[src/include/ext_mem_regs.svh]
`ifndef EXT_MEM_REGS_SVH
`define EXT_MEM_REGS_SVH

// ----------------------------------------------------------------
// Configuration register location and layout
// ----------------------------------------------------------------
`define EXT_MEM_CONFIG_ADDR 8'h85
`define EXT_MEM_CONFIG_RESET 8'h03
`define EXT_MEM_CONFIG_MASK 8'h5F
`define USB_FIFO_WINDOW_ENABLE_BIT 6
`define MUX_SELECT_BIT 4
`define MEMORY_MAP_MODE_LSB 2
`define MEMORY_MAP_MODE_MSB 3
`define LATCH_STROBE_WIDTH_LSB 0
`define LATCH_STROBE_WIDTH_MSB 1
`define SFR_READ_IDLE 8'h00

// ----------------------------------------------------------------
// Timing
// ----------------------------------------------------------------
`define SYS_CLK_PERIOD_NS 25
`define RW_STROBE_NS 50
`define RW_STROBE_CYCLES ((`RW_STROBE_NS + `SYS_CLK_PERIOD_NS - 1) / `SYS_CLK_PERIOD_NS)

`endif

[src/include/ext_mem_pkg.sv]
package ext_mem_pkg;

    // Access sequencer phases
    typedef enum logic [2:0] {
        ST_IDLE,
        ST_ALE_HIGH,
        ST_ALE_LOW,
        ST_STROBE,
        ST_RECOVER
    } access_state_t;

endpackage : ext_mem_pkg

[src/ext_mem_iface.sv]
// Contract
// - Config bit mux_select_bit picks multiplexed (0) or separate address/data pins (1).
// - In multiplexed mode the low address byte and data share the eight ad pins.
// - In multiplexed mode this block drives the address-latch strobe for the external latch.
// - A multiplexed access opens with strobe high and the low address byte on the ad pins.
// - The strobe falling edge starts phase two; the latch holds from then on.
// - Later in phase two the ad pins carry data while read or write strobe is low.
//
`timescale 1ns/1ps
`default_nettype none
`include "ext_mem_regs.svh"

module ext_mem_iface #(
    parameter int ADDR_WIDTH = 16,
    parameter int DATA_WIDTH = 8
) (
    input wire logic sys_clk,
    input wire logic nrst,
    // Core special-function-register port
    input wire logic [7:0] sfr_addr,
    input wire logic sfr_wr,
    input wire logic sfr_rd,
    input wire logic [7:0] sfr_wdata,
    output logic [7:0] sfr_rdata,
    // Core external move request
    input wire logic xreq,
    input wire logic xwe,
    input wire logic [ADDR_WIDTH-1:0] xaddr,
    input wire logic [DATA_WIDTH-1:0] xwdata,
    output logic [DATA_WIDTH-1:0] xrdata,
    output logic xdone,
    output logic xbusy,
    // Configuration fields seen by the core's address decode
    output logic [1:0] memory_map_mode,
    output logic usb_fifo_window_enable,
    // External memory pins
    output logic [ADDR_WIDTH-9:0] addr_hi_out,
    output logic [7:0] addr_lo_out,
    output logic [DATA_WIDTH-1:0] ad_out,
    input wire logic [DATA_WIDTH-1:0] ad_in,
    output logic ad_oe,
    output logic ale,
    output logic rd_n,
    output logic wr_n
);

    localparam logic [2:0] STROBE_LOAD = 3'(`RW_STROBE_CYCLES - 1);

    // Timer reload for a strobe phase of (field + 1) cycles
    function automatic logic [2:0] strobe_load(input logic [1:0] width_field);
        strobe_load = {1'b0, width_field};
    endfunction : strobe_load

    // ----------------------------------------------------------------
    // Configuration register
    // ----------------------------------------------------------------
    logic [7:0] ext_mem_config;
    logic [7:0] next_ext_mem_config;
    logic [7:0] next_sfr_rdata;
    logic cfg_hit;

    assign cfg_hit = (sfr_addr == `EXT_MEM_CONFIG_ADDR);

    // Unused bits are never stored, so they read back as zero
    always_comb begin
        next_ext_mem_config = ext_mem_config;
        next_sfr_rdata = `SFR_READ_IDLE;
        if (sfr_wr && cfg_hit) begin
            next_ext_mem_config = sfr_wdata & `EXT_MEM_CONFIG_MASK;
        end
        if (sfr_rd && cfg_hit) begin
            next_sfr_rdata = ext_mem_config;
        end
    end

    always_ff @(posedge sys_clk or negedge nrst) begin
        if (!nrst) begin
            ext_mem_config <= `EXT_MEM_CONFIG_RESET;
            sfr_rdata <= `SFR_READ_IDLE;
            memory_map_mode <= 2'h0;
            usb_fifo_window_enable <= 1'b0;
        end else begin
            ext_mem_config <= next_ext_mem_config;
            sfr_rdata <= next_sfr_rdata;
            memory_map_mode <= next_ext_mem_config[`MEMORY_MAP_MODE_MSB:`MEMORY_MAP_MODE_LSB];
            usb_fifo_window_enable <= next_ext_mem_config[`USB_FIFO_WINDOW_ENABLE_BIT];
        end
    end

    // ----------------------------------------------------------------
    // Phase timer
    // ----------------------------------------------------------------
    logic timer_load;
    logic [2:0] timer_value;
    logic [2:0] timer_count;

    phase_timer #(
        .WIDTH(3)
    ) u_phase_timer (
        .sys_clk(sys_clk),
        .nrst(nrst),
        .load(timer_load),
        .load_value(timer_value),
        .count(timer_count)
    );

    // ----------------------------------------------------------------
    // Access sequencer
    // ----------------------------------------------------------------
    ext_mem_pkg::access_state_t state;
    ext_mem_pkg::access_state_t next_state;
    logic we_q;
    logic next_we_q;
    logic [1:0] width_q;
    logic [1:0] next_width_q;
    logic [DATA_WIDTH-1:0] wdata_q;
    logic [DATA_WIDTH-1:0] next_wdata_q;
    logic [DATA_WIDTH-1:0] next_xrdata;
    logic next_xdone;
    logic next_xbusy;
    logic [ADDR_WIDTH-9:0] next_addr_hi_out;
    logic [7:0] next_addr_lo_out;
    logic [DATA_WIDTH-1:0] next_ad_out;
    logic next_ad_oe;
    logic next_ale;
    logic next_rd_n;
    logic next_wr_n;
    logic phase_end;

    assign phase_end = (timer_count == 3'h0);

    // Mode and width are sampled per access so a config write
    // mid-cycle cannot tear a strobe sequence apart
    always_comb begin
        next_state = state;
        next_we_q = we_q;
        next_width_q = width_q;
        next_wdata_q = wdata_q;
        next_xrdata = xrdata;
        next_xdone = 1'b0;
        next_xbusy = xbusy;
        next_addr_hi_out = addr_hi_out;
        next_addr_lo_out = addr_lo_out;
        next_ad_out = ad_out;
        next_ad_oe = ad_oe;
        next_ale = ale;
        next_rd_n = rd_n;
        next_wr_n = wr_n;
        timer_load = 1'b0;
        timer_value = 3'h0;
        unique case (state)
            ext_mem_pkg::ST_IDLE: begin
                if (xreq) begin
                    next_we_q = xwe;
                    next_width_q =
                        ext_mem_config[`LATCH_STROBE_WIDTH_MSB:`LATCH_STROBE_WIDTH_LSB];
                    next_wdata_q = xwdata;
                    next_xbusy = 1'b1;
                    next_addr_hi_out = xaddr[ADDR_WIDTH-1:8];
                    next_addr_lo_out = xaddr[7:0];
                    timer_load = 1'b1;
                    if (!ext_mem_config[`MUX_SELECT_BIT]) begin
                        // Low address on shared pins, latch open
                        next_state = ext_mem_pkg::ST_ALE_HIGH;
                        next_ale = 1'b1;
                        next_ad_out = DATA_WIDTH'(xaddr[7:0]);
                        next_ad_oe = 1'b1;
                        timer_value = strobe_load(
                            ext_mem_config[`LATCH_STROBE_WIDTH_MSB:`LATCH_STROBE_WIDTH_LSB]);
                    end else begin
                        // Separate pins: go straight to the data strobe
                        next_state = ext_mem_pkg::ST_STROBE;
                        next_ad_out = xwdata;
                        next_ad_oe = xwe;
                        next_rd_n = xwe;
                        next_wr_n = ~xwe;
                        timer_value = STROBE_LOAD;
                    end
                end
            end
            ext_mem_pkg::ST_ALE_HIGH: begin
                if (phase_end) begin
                    // Falling strobe freezes the latch; address still held
                    next_state = ext_mem_pkg::ST_ALE_LOW;
                    next_ale = 1'b0;
                    timer_load = 1'b1;
                    timer_value = strobe_load(width_q);
                end
            end
            ext_mem_pkg::ST_ALE_LOW: begin
                if (phase_end) begin
                    // Hand the shared pins over to the data bus
                    next_state = ext_mem_pkg::ST_STROBE;
                    next_ad_out = wdata_q;
                    next_ad_oe = we_q;
                    next_rd_n = we_q;
                    next_wr_n = ~we_q;
                    timer_load = 1'b1;
                    timer_value = STROBE_LOAD;
                end
            end
            ext_mem_pkg::ST_STROBE: begin
                if (phase_end) begin
                    // Read data sampled on the edge that releases the strobe
                    next_state = ext_mem_pkg::ST_RECOVER;
                    next_rd_n = 1'b1;
                    next_wr_n = 1'b1;
                    if (!we_q) begin
                        next_xrdata = ad_in;
                    end
                end
            end
            ext_mem_pkg::ST_RECOVER: begin
                // Write data held one cycle past the strobe for hold time
                next_state = ext_mem_pkg::ST_IDLE;
                next_ad_oe = 1'b0;
                next_xdone = 1'b1;
                next_xbusy = 1'b0;
            end
            default: begin
                // Unused codes of the state register fall back to idle
                next_state = ext_mem_pkg::ST_IDLE;
            end
        endcase
    end

    always_ff @(posedge sys_clk or negedge nrst) begin
        if (!nrst) begin
            state <= ext_mem_pkg::ST_IDLE;
            we_q <= 1'b0;
            width_q <= 2'h0;
            wdata_q <= '0;
            xrdata <= '0;
            xdone <= 1'b0;
            xbusy <= 1'b0;
            addr_hi_out <= '0;
            addr_lo_out <= 8'h00;
            ad_out <= '0;
            ad_oe <= 1'b0;
            ale <= 1'b0;
            rd_n <= 1'b1;
            wr_n <= 1'b1;
        end else begin
            state <= next_state;
            we_q <= next_we_q;
            width_q <= next_width_q;
            wdata_q <= next_wdata_q;
            xrdata <= next_xrdata;
            xdone <= next_xdone;
            xbusy <= next_xbusy;
            addr_hi_out <= next_addr_hi_out;
            addr_lo_out <= next_addr_lo_out;
            ad_out <= next_ad_out;
            ad_oe <= next_ad_oe;
            ale <= next_ale;
            rd_n <= next_rd_n;
            wr_n <= next_wr_n;
        end
    end

endmodule : ext_mem_iface

`default_nettype wire

[src/phase_timer.sv]
`timescale 1ns/1ps
`default_nettype none

module phase_timer #(
    parameter int WIDTH = 3
) (
    input wire logic sys_clk,
    input wire logic nrst,
    input wire logic load,
    input wire logic [WIDTH-1:0] load_value,
    output logic [WIDTH-1:0] count
);

    logic [WIDTH-1:0] next_count;

    // Down counter, reloaded at the start of each timed phase (latch high, latch low, strobe)
    always_comb begin
        next_count = count;
        if (load) begin
            next_count = load_value;
        end else if (count != '0) begin
            next_count = count - 1'b1;
        end
    end

    always_ff @(posedge sys_clk or negedge nrst) begin
        if (!nrst) begin
            count <= '0;
        end else begin
            count <= next_count;
        end
    end

endmodule : phase_timer

`default_nettype wire

[config.mk]
export PLATFORM = sky130hd
export DESIGN_NAME = ext_mem_iface
export DESIGN_NICKNAME = d
export VERILOG_FILES = /design/src/include/ext_mem_pkg.sv /design/src/ext_mem_iface.sv /design/src/phase_timer.sv
export VERILOG_INCLUDE_DIRS = /design/src /design/src/include
export SDC_FILE = /design/constraint.sdc
export NUM_CORES = 1
export LEC_CHECK = 0
export ABC_AREA = 1
export BUFFER_PORTS_ARGS = -buffer_cell sky130_fd_sc_hd__buf_4
export CAP_MARGIN = 40
export CORE_UTILIZATION = 35
export DETAILED_ROUTE_END_ITERATION = 16
export MAX_ROUTING_LAYER = met4
export PLACE_DENSITY_LB_ADDON = 0.05
export SLEW_MARGIN = 20
export SYNTH_ARGS = -nofsm -noshare
export SYNTH_HDL_FRONTEND = slang
export SYNTH_SLANG_ARGS = --single-unit
[constraint.sdc]
create_clock -name sys_clk -period 2 [get_ports sys_clk]
set_clock_uncertainty 0.05 [all_clocks]
set_input_delay 0.1 -clock sys_clk [delete_from_list [all_inputs] [get_ports sys_clk]]
set_output_delay 0.1 -clock sys_clk [all_outputs]
set_load 0.05 [all_outputs]
Word level (Yosys, flattened, before mapping)
Index checks and enable logic that the tools add are counted.
W data, S select, Z words.
- logic and storage cells: 95
- RAM bits: 0
- register bits: 71
- output and inout port bits: 49
- memories: 0
- input bits: 54
- memory bits (read-only): 0
- bits in latches: 0
- equality and inequality tests: 11
- mux-type cells: 41
- reduce and logical (&&, ||, !) cells: 20
- multipliers: 0
- shift-type cells: 0
- div/mod/pow operators: 0
- magnitude comparators: 0
- bitwise gates (word level): 2
- add/sub/neg operators: 1
- operator list (cell ; count):
    $mux W8 ; 3
    $mux W3 ; 6
    $mux W1 ; 17
    $pmux W8 S2 ; 1
    $mux W7 ; 2
    $ne A2 B2 Y1 const B ; 6
    $pmux W3 S4 ; 1
    $pmux W1 S3 ; 3
    $reduce_and A3 Y1 ; 3
    $reduce_bool A3 Y1 ; 3
    $eq A8 B8 Y1 const B ; 1
    $mux W2 ; 4
    $reduce_and A4 Y1 ; 2
    $reduce_bool A2 Y1 ; 4
    $eq A3 B2 Y1 const B ; 2
    $logic_not A3 Y1 ; 2
    $pmux W1 S2 ; 3
    $pmux W2 S3 ; 1
    $reduce_and A5 Y1 ; 1
    $reduce_and A2 Y1 ; 2
    $eq A3 B1 Y1 const B ; 1
    $eq A3 B3 Y1 const B ; 1
    $sub A3 B1 Y3 const B ; 1
    $logic_and A1 B1 Y1 ; 2
    other kinds (2) ; 3

Longest topological paths before layout
Gate-level depths: netlist (run 1).
- word-level depth: 4
- depth in mapped cells: 8
- mapped depth without buffers: 8

Modules after synthesis
Synthesis (run 1) repeated with hierarchy kept, for this count alone.
- cell total of the unflattened synthesis: 371
- area total of the unflattened synthesis: 3135.5 µm²
- by module, submodules not included (module ; seq. area each (µm²) ; cells each ; instances ; area an instance (µm²)):
    ext_mem_iface ; 1606.5 ; 341 ; 1 ; 2917.8
    phase_timer ; 75.1 ; 30 ; 1 ; 217.7

Worst setup path before layout (run 1)
Ideal clock, no wire load.
- path type: flip-flop to flip-flop
- start: register u_phase_timer.count[0]
- end: register xrdata[4]
- setup time: 0.120 ns
- clock period less this slack: 1.547 ns
- path slack: 0.453 ns
- buffers on the path: 1
- cell stages (with the launch flop): 9
- arrival: 1.377 ns
- data required time: 1.830 ns
- cell sequence: dfrtp_1 -> inv_1 -> ha_1 -> inv_1 -> nor2_1 -> nand3_2 -> buf_6 -> nand2_1 -> o21ai_2
- longest elaborated chain between the ends: 2
- RTL lines (what ; RTL line ; RTL):
    from (decl) ; phase_timer.sv:11 ; output logic [WIDTH-1:0] count
    from (signal assigned) ; phase_timer.sv:30 ; count <= next_count;
    $logic_not A3 Y1 ; ext_mem_iface.sv:130 ; assign phase_end = (timer_count == 3'h0);
    $reduce_and A3 Y1 (no line) ; -- ;
    to (signal assigned) ; ext_mem_iface.sv:248 ; xrdata <= next_xrdata;
    to (decl) ; ext_mem_iface.sv:30 ; output logic [DATA_WIDTH-1:0] xrdata,
Every way passes these cells.
A chain may end at the register's enable or synchronous reset.

Worst setup path after layout (run 1)
- start: register u_phase_timer.count[0]
- end: register xrdata[6]
Same word-level chain as after synthesis.

==> impl_metrics.toml, run 1 <==
[outcome]
status = "finished, final reports clean"

[clock_tree]
clockBufferDepth = 2
cts.clk_slew.worst_paths_ns = 0.08
cts.htree.levels = 3
cts_root_buf = "clkbuf_8"
post_cts_resized = 0
cts_inserted_buffers = 9
cts_sinks = 67
cts_setup_buffers = 0
cts_hold_buf = 39
insertion_delay_ns = 0.33
cts_tree = "yes"

[global_routing]
grt_max_degree = 45
gr-total-overflow = 0
grtUsageTotal_pct = 18.2
grt_pass1_vias = 2617
antenna_found_initial = 0
grt_pass1_wl_mm = 12.5

[critical_path]
worstPathCellList = "inv_1 -> ha_1 -> inv_1 -> nor2_1 -> buf_4 -> nand3_2 -> nand2_1 -> o21ai_2"
end_kind = "register"
path_delay_family = "simple AND/OR/NAND/NOR gates"
crit_path_frequent_cell = "inv_1"
crit_buf_inv = 3
critPathMaxFanout = 16
timing.critical_path.slowest_stage_cell = "dfrtp_1"
start_kind = "register"
worstPathArrival_ns = 1.88
critPathKind = "register to register"
required_ns = 2.16
worst_path_largest_cell_delay_ns = 0.39

[synth]
synth_seq_cells = 67
synth_area_per_cell_sq_um = 8.59
yosysTopAreaCell = "dfrtp_1"
synthesis.area_sq_um = 3130
synthTopCellsByArea = "dfrtp_1, nand2_1, inv_1"
ys.warnings.count = 0
syn_inst = 364
ys_types = 34
synth_seq_area_share_pct = 53.8
synth_top_cell_area_share_pct = 50.4

[timing]
final_min_period_over_clock_period_pct = 86.1
drv_slew = 0
rsz0062_at_grt = "no"
period_minus_slack_ns = 1.72
holdWs_ns = 0.0209
setup_violations = 0
hold_viol = 0
max_freq_ghz = 0.581
setup_tns_ns = 0

[die]
fp.coreArea_sq_um = 8680
die_x_microns = 96.5
start_util_pct = 36.0
die-height_microns = 96.5
rows = 34
pin_count = 103
die_area_sq_um = 9320

[layout]
final_cell_mix = "nand2_1, buf_4, dfrtp_1, inv_1, dlygate4sd3_1"
mostFrequentLayoutCell = "nand2_1"
area_growth_pct = 43.2
antennaDiodeCount = 0
final_area_sq_um = 4480
drive_gt1_share_pct = 28.9
utilization_pct = 51.6
nNetsFinal = 560

[drt]
post-route-drc-count = 0
ant_nets = 0
viasPerCell = 4.47
firstDrtPassIters = 4
wl_per_cell_microns = 12.3
drtIter0Drc = 86
wl_mm = 7.58
vias = 2759

[power_and_ir_drop]
leakagePower_nw = 2.32
power.density_nw_per_um2 = 1540
peakVddDrop_mv = 0.840

[min_path]
hold_class = "primary input to register"

[placed_design]
dp_hpwl_mm = 5.23
portBuffers = 98
place_area_sq_um = 3930
place.gp.congestion = 0.794

[job]
maxCapViolCount = 0
-- where the power goes --
group | internal, mW | switching, mW
logic | 1.18 | 2.51
clock network | 0.444 | 0.513
registers | 1.90 | 0.327
total | 3.53 | 3.35
-- logic make-up (layout without fill, tap and decap cells) --
logic type                 Yosys count  count (layout)  share of synthesized area [%]
buffers and inverters               62             206                           10.2
AOI/OAI and AO/OA                   48              48                           9.40
DFF                                 67              67                           53.8
and+or+nand+nor                    182             182                           25.2
adders and majority gates            2               2                          0.800
xor gates and xnor gates             2               2                          0.560
other                                1               2                          0.120
-- worst reg2reg max path, cell delays in order, from the launching register on --
cell	delay (ns)
dfrtp_1	0.39
inv_1	0.08
ha_1	0.16
inv_1	0.04
nor2_1	0.15
buf_4	0.17
nand3_2	0.32
nand2_1	0.18
o21ai_2	0.06
-- flip-flops by register name, summed over array words and instances, names as in the netlist, 2 cells and up --
register	cells
width_q	2
ext_mem_config	4
u_phase_timer.count	3
wdata_q	8
sfr_rdata	6
state	3
addr_lo_out	8
ad_out	8
addr_hi_out	8
xrdata	8
-- cell type report --
type | instances | area [sq um]
Fill cell | 866 | 4200
Sequential cell | 67 | 1680
Timing Repair Buffer | 145 | 1200
Multi-Input combinational cell | 236 | 1130
Inverter | 45 | 169
Tap cell | 108 | 135
Clock buffer | 11 | 131
Clock inverter | 5 | 30.0
-- layer usage --
layer  share of wire [%]  global-route usage, %
met1                  48                   23.4
met4                0.87                   6.25
met2                  46                   28.5
met5                   0                      -
met3                 4.4                   3.76
-- cell usage after synthesis --
library cell    n
a21oi_1         3
nor3_2          1
nand3_1        24
nor2_1         19
inv_1          42
inv_2           3
nand3_2         1
nand2_2         4
nand4_1         3
dfrtp_1        63
o21ai_2         9
clkbuf_1        2
conb_1          1
or2_1           1
ha_1            2
buf_8           2
o21ai_0        21
nand2_4         1
buf_6           3
nand4_2         1
o211ai_1        8
buf_2           4
dfstp_2         4
xor2_1          1
o21ai_1         7
nand2_1       119
buf_12          1
nor3_1          2
nor2_2          2
nor2_4          1
nand3b_1        2
buf_4           5
xnor2_1         1
and2_0          1
-- stage by stage --
| stage | power (mW) | setup slack (ns) | std cells |
|---|---|---|---|
| floorplan | 4.94 | 0.453 | 365 |
| global placement | 5.88 | 0.305 | 562 |
| detailed placement | 5.91 | 0.267 | 562 |
| CTS | 6.95 | 0.258 | 617 |
| global route | 7.40 | 0.109 | 617 |
| finish | 6.88 | 0.278 | 617 |
-- worst paths after layout --
kind | start | to | slack [ns] | depth (start not counted)
max | u_phase_timer.count[0]$_DFFE_PN0P_ | xrdata[6]$_DFFE_PN0P_ | 0.28 | 8
min | xaddr[2] | addr_lo_out[2]$_DFFE_PN0N_ | 0.02 | 3
max reg2reg | u_phase_timer.count[0]$_DFFE_PN0P_ | xrdata[6]$_DFFE_PN0P_ | 0.28 | 8
min reg2reg | ext_mem_config[0]$_DFFE_PN1P_ | ext_mem_config[0]$_DFFE_PN1P_ | 0.41 | 2
max in group asynchronous | nrst | rd_n$_DFFE_PN1P_ | 1.13 | 3
min in group asynchronous | nrst | ad_out[5]$_DFFE_PN0P_ | 0.16 | 2
Note: power is estimated with default switching activity, not from simulation.
==> run 2, diff against run 1 <==
--- a/config.mk
+++ b/config.mk
@@ -7,10 +7,10 @@
 export NUM_CORES = 1
 export LEC_CHECK = 0
 export ABC_AREA = 1
-export BUFFER_PORTS_ARGS = -buffer_cell sky130_fd_sc_hd__buf_4
 export CAP_MARGIN = 40
 export CORE_UTILIZATION = 35
 export DETAILED_ROUTE_END_ITERATION = 16
+export DONT_BUFFER_PORTS = 1
 export MAX_ROUTING_LAYER = met4
 export PLACE_DENSITY_LB_ADDON = 0.05
 export SLEW_MARGIN = 20
==> run 2 against run 1 <==
Compared with the run above:
- count of clock-buffer cells in the layout shrank 1
- worst setup slack lost 0.11 ns
- global-route usage shrank 0.49 points
- core utilization shrank 6.3 points
- sequential power grew 59%
==> impl_metrics.toml, run 2 (synthesis gave the netlist of run 1 again) <==
[outcome]
status = "finished, final reports clean"

[global_routing]
grt_pass1_wl_mm = 12.0
grt_max_degree = 68
grtUsageTotal_pct = 17.7
antenna_found_initial = 0
grt_pass1_vias = 2477
gr-total-overflow = 0

[placed_design]
place.gp.congestion = 0.812
dp_hpwl_mm = 4.80
portBuffers = 0
place_inst = 462

[critical_path]
timing.critical_path.slowest_stage_cell = "dlygate4sd3_1"
worstPathCellList = "inv_2 -> nand2_1 -> nor2_2 -> nand2_4 -> nand2_1 -> o21ai_2 -> dlygate4sd3_1"
critPathKind = "register to register"
end_kind = "register"
required_ns = 2.18
crit_path_frequent_cell = "nand2_1"
worst_path_largest_cell_delay_ns = 0.55
critPathMaxFanout = 15
worstPathArrival_ns = 2.01
start_kind = "register"

[layout]
drive_gt1_share_pct = 11.6
fill_cells = 870
nNetsFinal = 474
area_growth_pct = 25.6
antennaDiodeCount = 0
final_cell_mix = "nand2_1, dfrtp_1, dlygate4sd3_1, inv_1, nand3_1"
stdcell_count = 531
mostFrequentLayoutCell = "nand2_1"

[timing]
rsz0062_at_grt = "no"
max_freq_ghz = 0.546
final_min_period_over_clock_period_pct = 91.6
slew_headroom_pct = 66.4
setup_tns_ns = 0
period_minus_slack_ns = 1.83
worstMarginPinSlew_ns = 0.504
hold_viol = 0
drv_slew = 0
setup_violations = 0

[clock_tree]
clockBufferDepth = 2
cts.htree.levels = 3
cts_sinks = 67
cts_inserted_buffers = 9
cts_root_buf = "clkbuf_8"
cts_tree = "yes"
cts.clk_slew.worst_paths_ns = 0.08
insertion_delay_ns = 0.34
post_cts_resized = 0

[die]
fp.coreArea_sq_um = 8680
pin_count = 103
start_util_pct = 36.0
die-height_microns = 96.5
die_x_microns = 96.5
die_area_sq_um = 9320
rows = 34

[drt]
viasPerCell = 4.67
firstDrtPassIters = 4
wl_mm = 7.28
post-route-drc-count = 0
vias = 2479
wl_per_cell_microns = 13.7
ant_nets = 0
drtIter0Drc = 117

[power_and_ir_drop]
power.density_nw_per_um2 = 1670
p_switching_mw = 3.28
pwr-share-seq_pct = 54.2
p_int_mw = 3.27
leakagePower_nw = 1.93
peakVddDrop_mv = 0.838
switching_share_pct = 50.1
combPwrFrac_pct = 26.8
p_clk_share_pct = 19.1

[job]
maxCapViolCount = 0

[min_path]
hold_class = "primary input to register"
-- run 2: cell types whose count changed in the layout (fill, tap and decap cells not counted), moves of 2 or more --
cell and delta:
bufinv_16 +2, dlygate4sd3_1 +13, clkinv_2 -2, buf_4 -99
clkinv_4 +2
-- run 2: what timing repair did --
item | 4_1_cts | 5_1_grt
setup buffers | 0 | 0
hold buffers | 53 | 0
endpoints found under the hold margin | 120 | 0
-- run 2: per-layer routing --
metal	vias up	share of wire, %	GRT usage (%)
met4	0	1.6	7.60
li1	1248	-	-
met1	1154	47	22.6
met5	-	0	-
met2	67	46	27.1
met3	10	5.0	3.91
-- run 2: worst paths after layout --
check                                       startpoint                          to  slack (ns)  depth (start not counted)
worst min-delay path                         xwdata[7]       ad_out[7]$_DFFE_PN0P_        0.02                          4
worst max-delay path              state[0]$_DFFE_PN0P_  addr_lo_out[6]$_DFFE_PN0N_        0.17                          7
worst max register to register    state[0]$_DFFE_PN0P_  addr_lo_out[6]$_DFFE_PN0N_        0.17                          7
min in group asynchronous                         nrst       ad_out[4]$_DFFE_PN0P_        0.24                          2
max in group asynchronous                         nrst            wr_n$_DFFE_PN1P_        1.32                          2
worst min register to register  wdata_q[7]$_DFFE_PN0N_      wdata_q[7]$_DFFE_PN0N_        0.44                          2
-- run 2: metrics by stage --
stage	area [sq um]	hold WS [ns]	utilization (%)	total power [mW]	setup slack (ns)
after floorplan	3130	-0.246	-	4.94	0.453
after global placement	3160	-0.244	36.4	5.21	0.217
after CTS	3930	0.000896	45.3	6.63	0.177
after detailed placement	3160	-0.244	36.4	5.24	0.194
after global routing	3930	0.0283	45.3	7.03	0.0144
final	3930	0.0153	45.3	6.55	0.167
-- run 2: critical path: cells and delay by family, from the launching register on --
family,cells,cell delay [ns]
buf+inv,2,0.64
flops,1,0.48
simple gates,4,0.49
compound gates,1,0.06
-- run 2: power groups by stage --
stage / combinational, mW / clock (mW) / sequential (mW)
finish: 1.75 / 1.25 / 3.55
global route: 2.05 / 1.36 / 3.62
CTS: 1.78 / 1.29 / 3.56
detailed placement: 1.65 / 0 / 3.58
global placement: 1.62 / 0 / 3.59
floorplan: 1.47 / 0 / 3.47
-- run 2: cell type report --
type | count | area [sq um] | share of cell area [%]
flip-flops and latches | 67 | 1680 | 42.8
multi-input cells | 236 | 1130 | 28.8
repair buffers | 59 | 593 | 15.1
inverters | 45 | 169 | 4.30
well taps | 108 | 135 | 3.44
clock buffers | 10 | 128 | 3.25
clock inverters | 6 | 90.1 | 2.29
==> run 3, diff against run 2 <==
--- a/config.mk
+++ b/config.mk
@@ -8,6 +8,7 @@
 export LEC_CHECK = 0
 export ABC_AREA = 1
 export CAP_MARGIN = 40
+export CORE_ASPECT_RATIO = 1.5
 export CORE_UTILIZATION = 35
 export DETAILED_ROUTE_END_ITERATION = 16
 export DONT_BUFFER_PORTS = 1
==> run 3 against run 2 <==
Compared with the run above:
- global-route usage is 0.91 points higher
- first-iteration DRC count is 0.85% higher
- final area is 0.67% higher
- via count is 1.2% lower
- worst setup slack better by 0.066 ns
- die area hardly changed
- total power is 3.2% higher
- clock power is 14% higher
- cell count is 0.94% lower
- count of clock-buffer cells in the layout is 5 higher
- critical endpoint is now ad_out[4]$_DFFE_PN0P_
==> impl_metrics.toml, run 3 (synthesis gave the netlist of run 1 again) <==
[outcome]
status = "finished, final reports clean"

[drt]
drtIter0Drc = 118
post-route-drc-count = 0
viasPerCell = 4.66
ant_nets = 0
firstDrtPassIters = 4
wl_per_cell_microns = 14.3
wl_mm = 7.54
vias = 2450

[timing]
worstMarginPinSlew_ns = 0.528
rsz0062_at_grt = "no"
setup_violations = 0
holdWs_ns = 0.0162
max_freq_ghz = 0.566
hold_viol = 0
final_min_period_over_clock_period_pct = 88.3
drv_slew = 0
setup_tns_ns = 0
period_minus_slack_ns = 1.77
slew_headroom_pct = 64.8

[layout]
nNetsFinal = 471
final_cell_mix = "nand2_1, dfrtp_1, dlygate4sd3_1, inv_1, nand3_1"
mostFrequentLayoutCell = "nand2_1"
area_growth_pct = 26.5
drive_gt1_share_pct = 10.7
final_area_sq_um = 3950
antennaDiodeCount = 0

[critical_path]
crit_buf_inv = 2
critPathMaxFanout = 9
timing.critical_path.slowest_stage_cell = "dfrtp_1"
start_kind = "register"
worstPathCellList = "inv_1 -> ha_1 -> inv_1 -> nor2_1 -> nand2_2 -> nand2_2 -> o211ai_1 -> nand2_1"
path_delay_family = "simple AND/OR/NAND/NOR gates"
required_ns = 2.21
worst_path_largest_cell_delay_ns = 0.39
critPathKind = "register to register"
end_kind = "register"
worstPathArrival_ns = 1.98

[clock_tree]
cts_sinks = 67
insertion_delay_ns = 0.32
cts_root_buf = "clkbuf_16"
cts_inserted_buffers = 9
clockBufferDepth = 2
cts.clk_slew.worst_paths_ns = 0.05
cts_tree = "yes"
cts.htree.levels = 3

[placed_design]
dp_hpwl_mm = 4.98
portBuffers = 0
place_area_sq_um = 3160
place.gp.congestion = 0.809

[global_routing]
grt_use_met3_pct = 4.34
gr-total-overflow = 0
grt_use_met2_pct = 30.9
grt_pass1_wl_mm = 12.8
grt-busiest-layer = "met2"
antenna_found_initial = 0
grt_max_degree = 68
grt_pass1_vias = 2542
grtUsageTotal_pct = 18.6
use_met1_pct = 21.1

[power_and_ir_drop]
total_power_mw = 6.76
power.density_nw_per_um2 = 1710
peakVddDrop_mv = 0.736
leakagePower_nw = 1.94

[die]
die-height_microns = 118
die_x_microns = 79.2
die_area_sq_um = 9320
start_util_pct = 36.7
fp.coreArea_sq_um = 8520
pin_count = 103
rows = 41

[min_path]
hold_class = "primary input to register"

[job]
maxCapViolCount = 0
-- run 3: routing by layer --
metal  routed length [microns]  part of all wire, %  up-vias
li1                          -                    -     1239
met1                      3130                   42     1140
met2                      3920                   52       61
met3                       302                  4.0       10
met4                       184                  2.4        0
met5                         0                    0        -
-- run 3: what timing repair did --
item                                   CTS  global route
setup endpoints to repair                0             1
endpoints found under the hold margin  118             0
setup buffers                            0             0
hold buffers                            50             0
gates resized for setup                  0             1
-- run 3: metrics by stage --
step | util [%] | setup slack [ns] | std cells
floorplan | - | 0.453 | 365
global placement | 37.1 | 0.302 | 461
detailed placement | 37.1 | 0.273 | 461
CTS | 46.3 | 0.245 | 526
global route | 46.4 | 0.0315 | 526
finish | 46.4 | 0.233 | 526
-- run 3: area by class of cell --
class | instances | area [sq um]
Clock buffer | 15 | 268
Timing Repair Buffer | 56 | 563
Inverter | 45 | 169
Sequential cell | 67 | 1680
Fill cell | 875 | 4560
Multi-Input combinational cell | 236 | 1140
Tap cell | 107 | 134
-- run 3: path summary, 6_finish.rpt --
check | from | endpoint | slack [ns] | cells after the start
max | u_phase_timer.count[0]$_DFFE_PN0P_ | ad_out[4]$_DFFE_PN0P_ | 0.23 | 8
min | xwdata[7] | ad_out[7]$_DFFE_PN0P_ | 0.02 | 4
max reg2reg | u_phase_timer.count[0]$_DFFE_PN0P_ | ad_out[4]$_DFFE_PN0P_ | 0.23 | 8
min reg2reg | wdata_q[7]$_DFFE_PN0N_ | wdata_q[7]$_DFFE_PN0N_ | 0.44 | 2
max in group asynchronous | nrst | wr_n$_DFFE_PN1P_ | 1.30 | 2
min in group asynchronous | nrst | ale$_DFFE_PN0P_ | 0.27 | 2
-- run 3: worst min-delay path: stages --
cell and delay (ns):
o211ai_1 0.09, nand2_1 0.07, nand2_1 0.05, nand2_1 0.05
-- run 3: where the power goes --
group          total, mW  internal, mW  switching, mW
clock               1.43         0.901          0.531
combinational       1.76         0.677           1.08
sequential          3.57          1.89           1.68
total               6.76          3.46           3.29
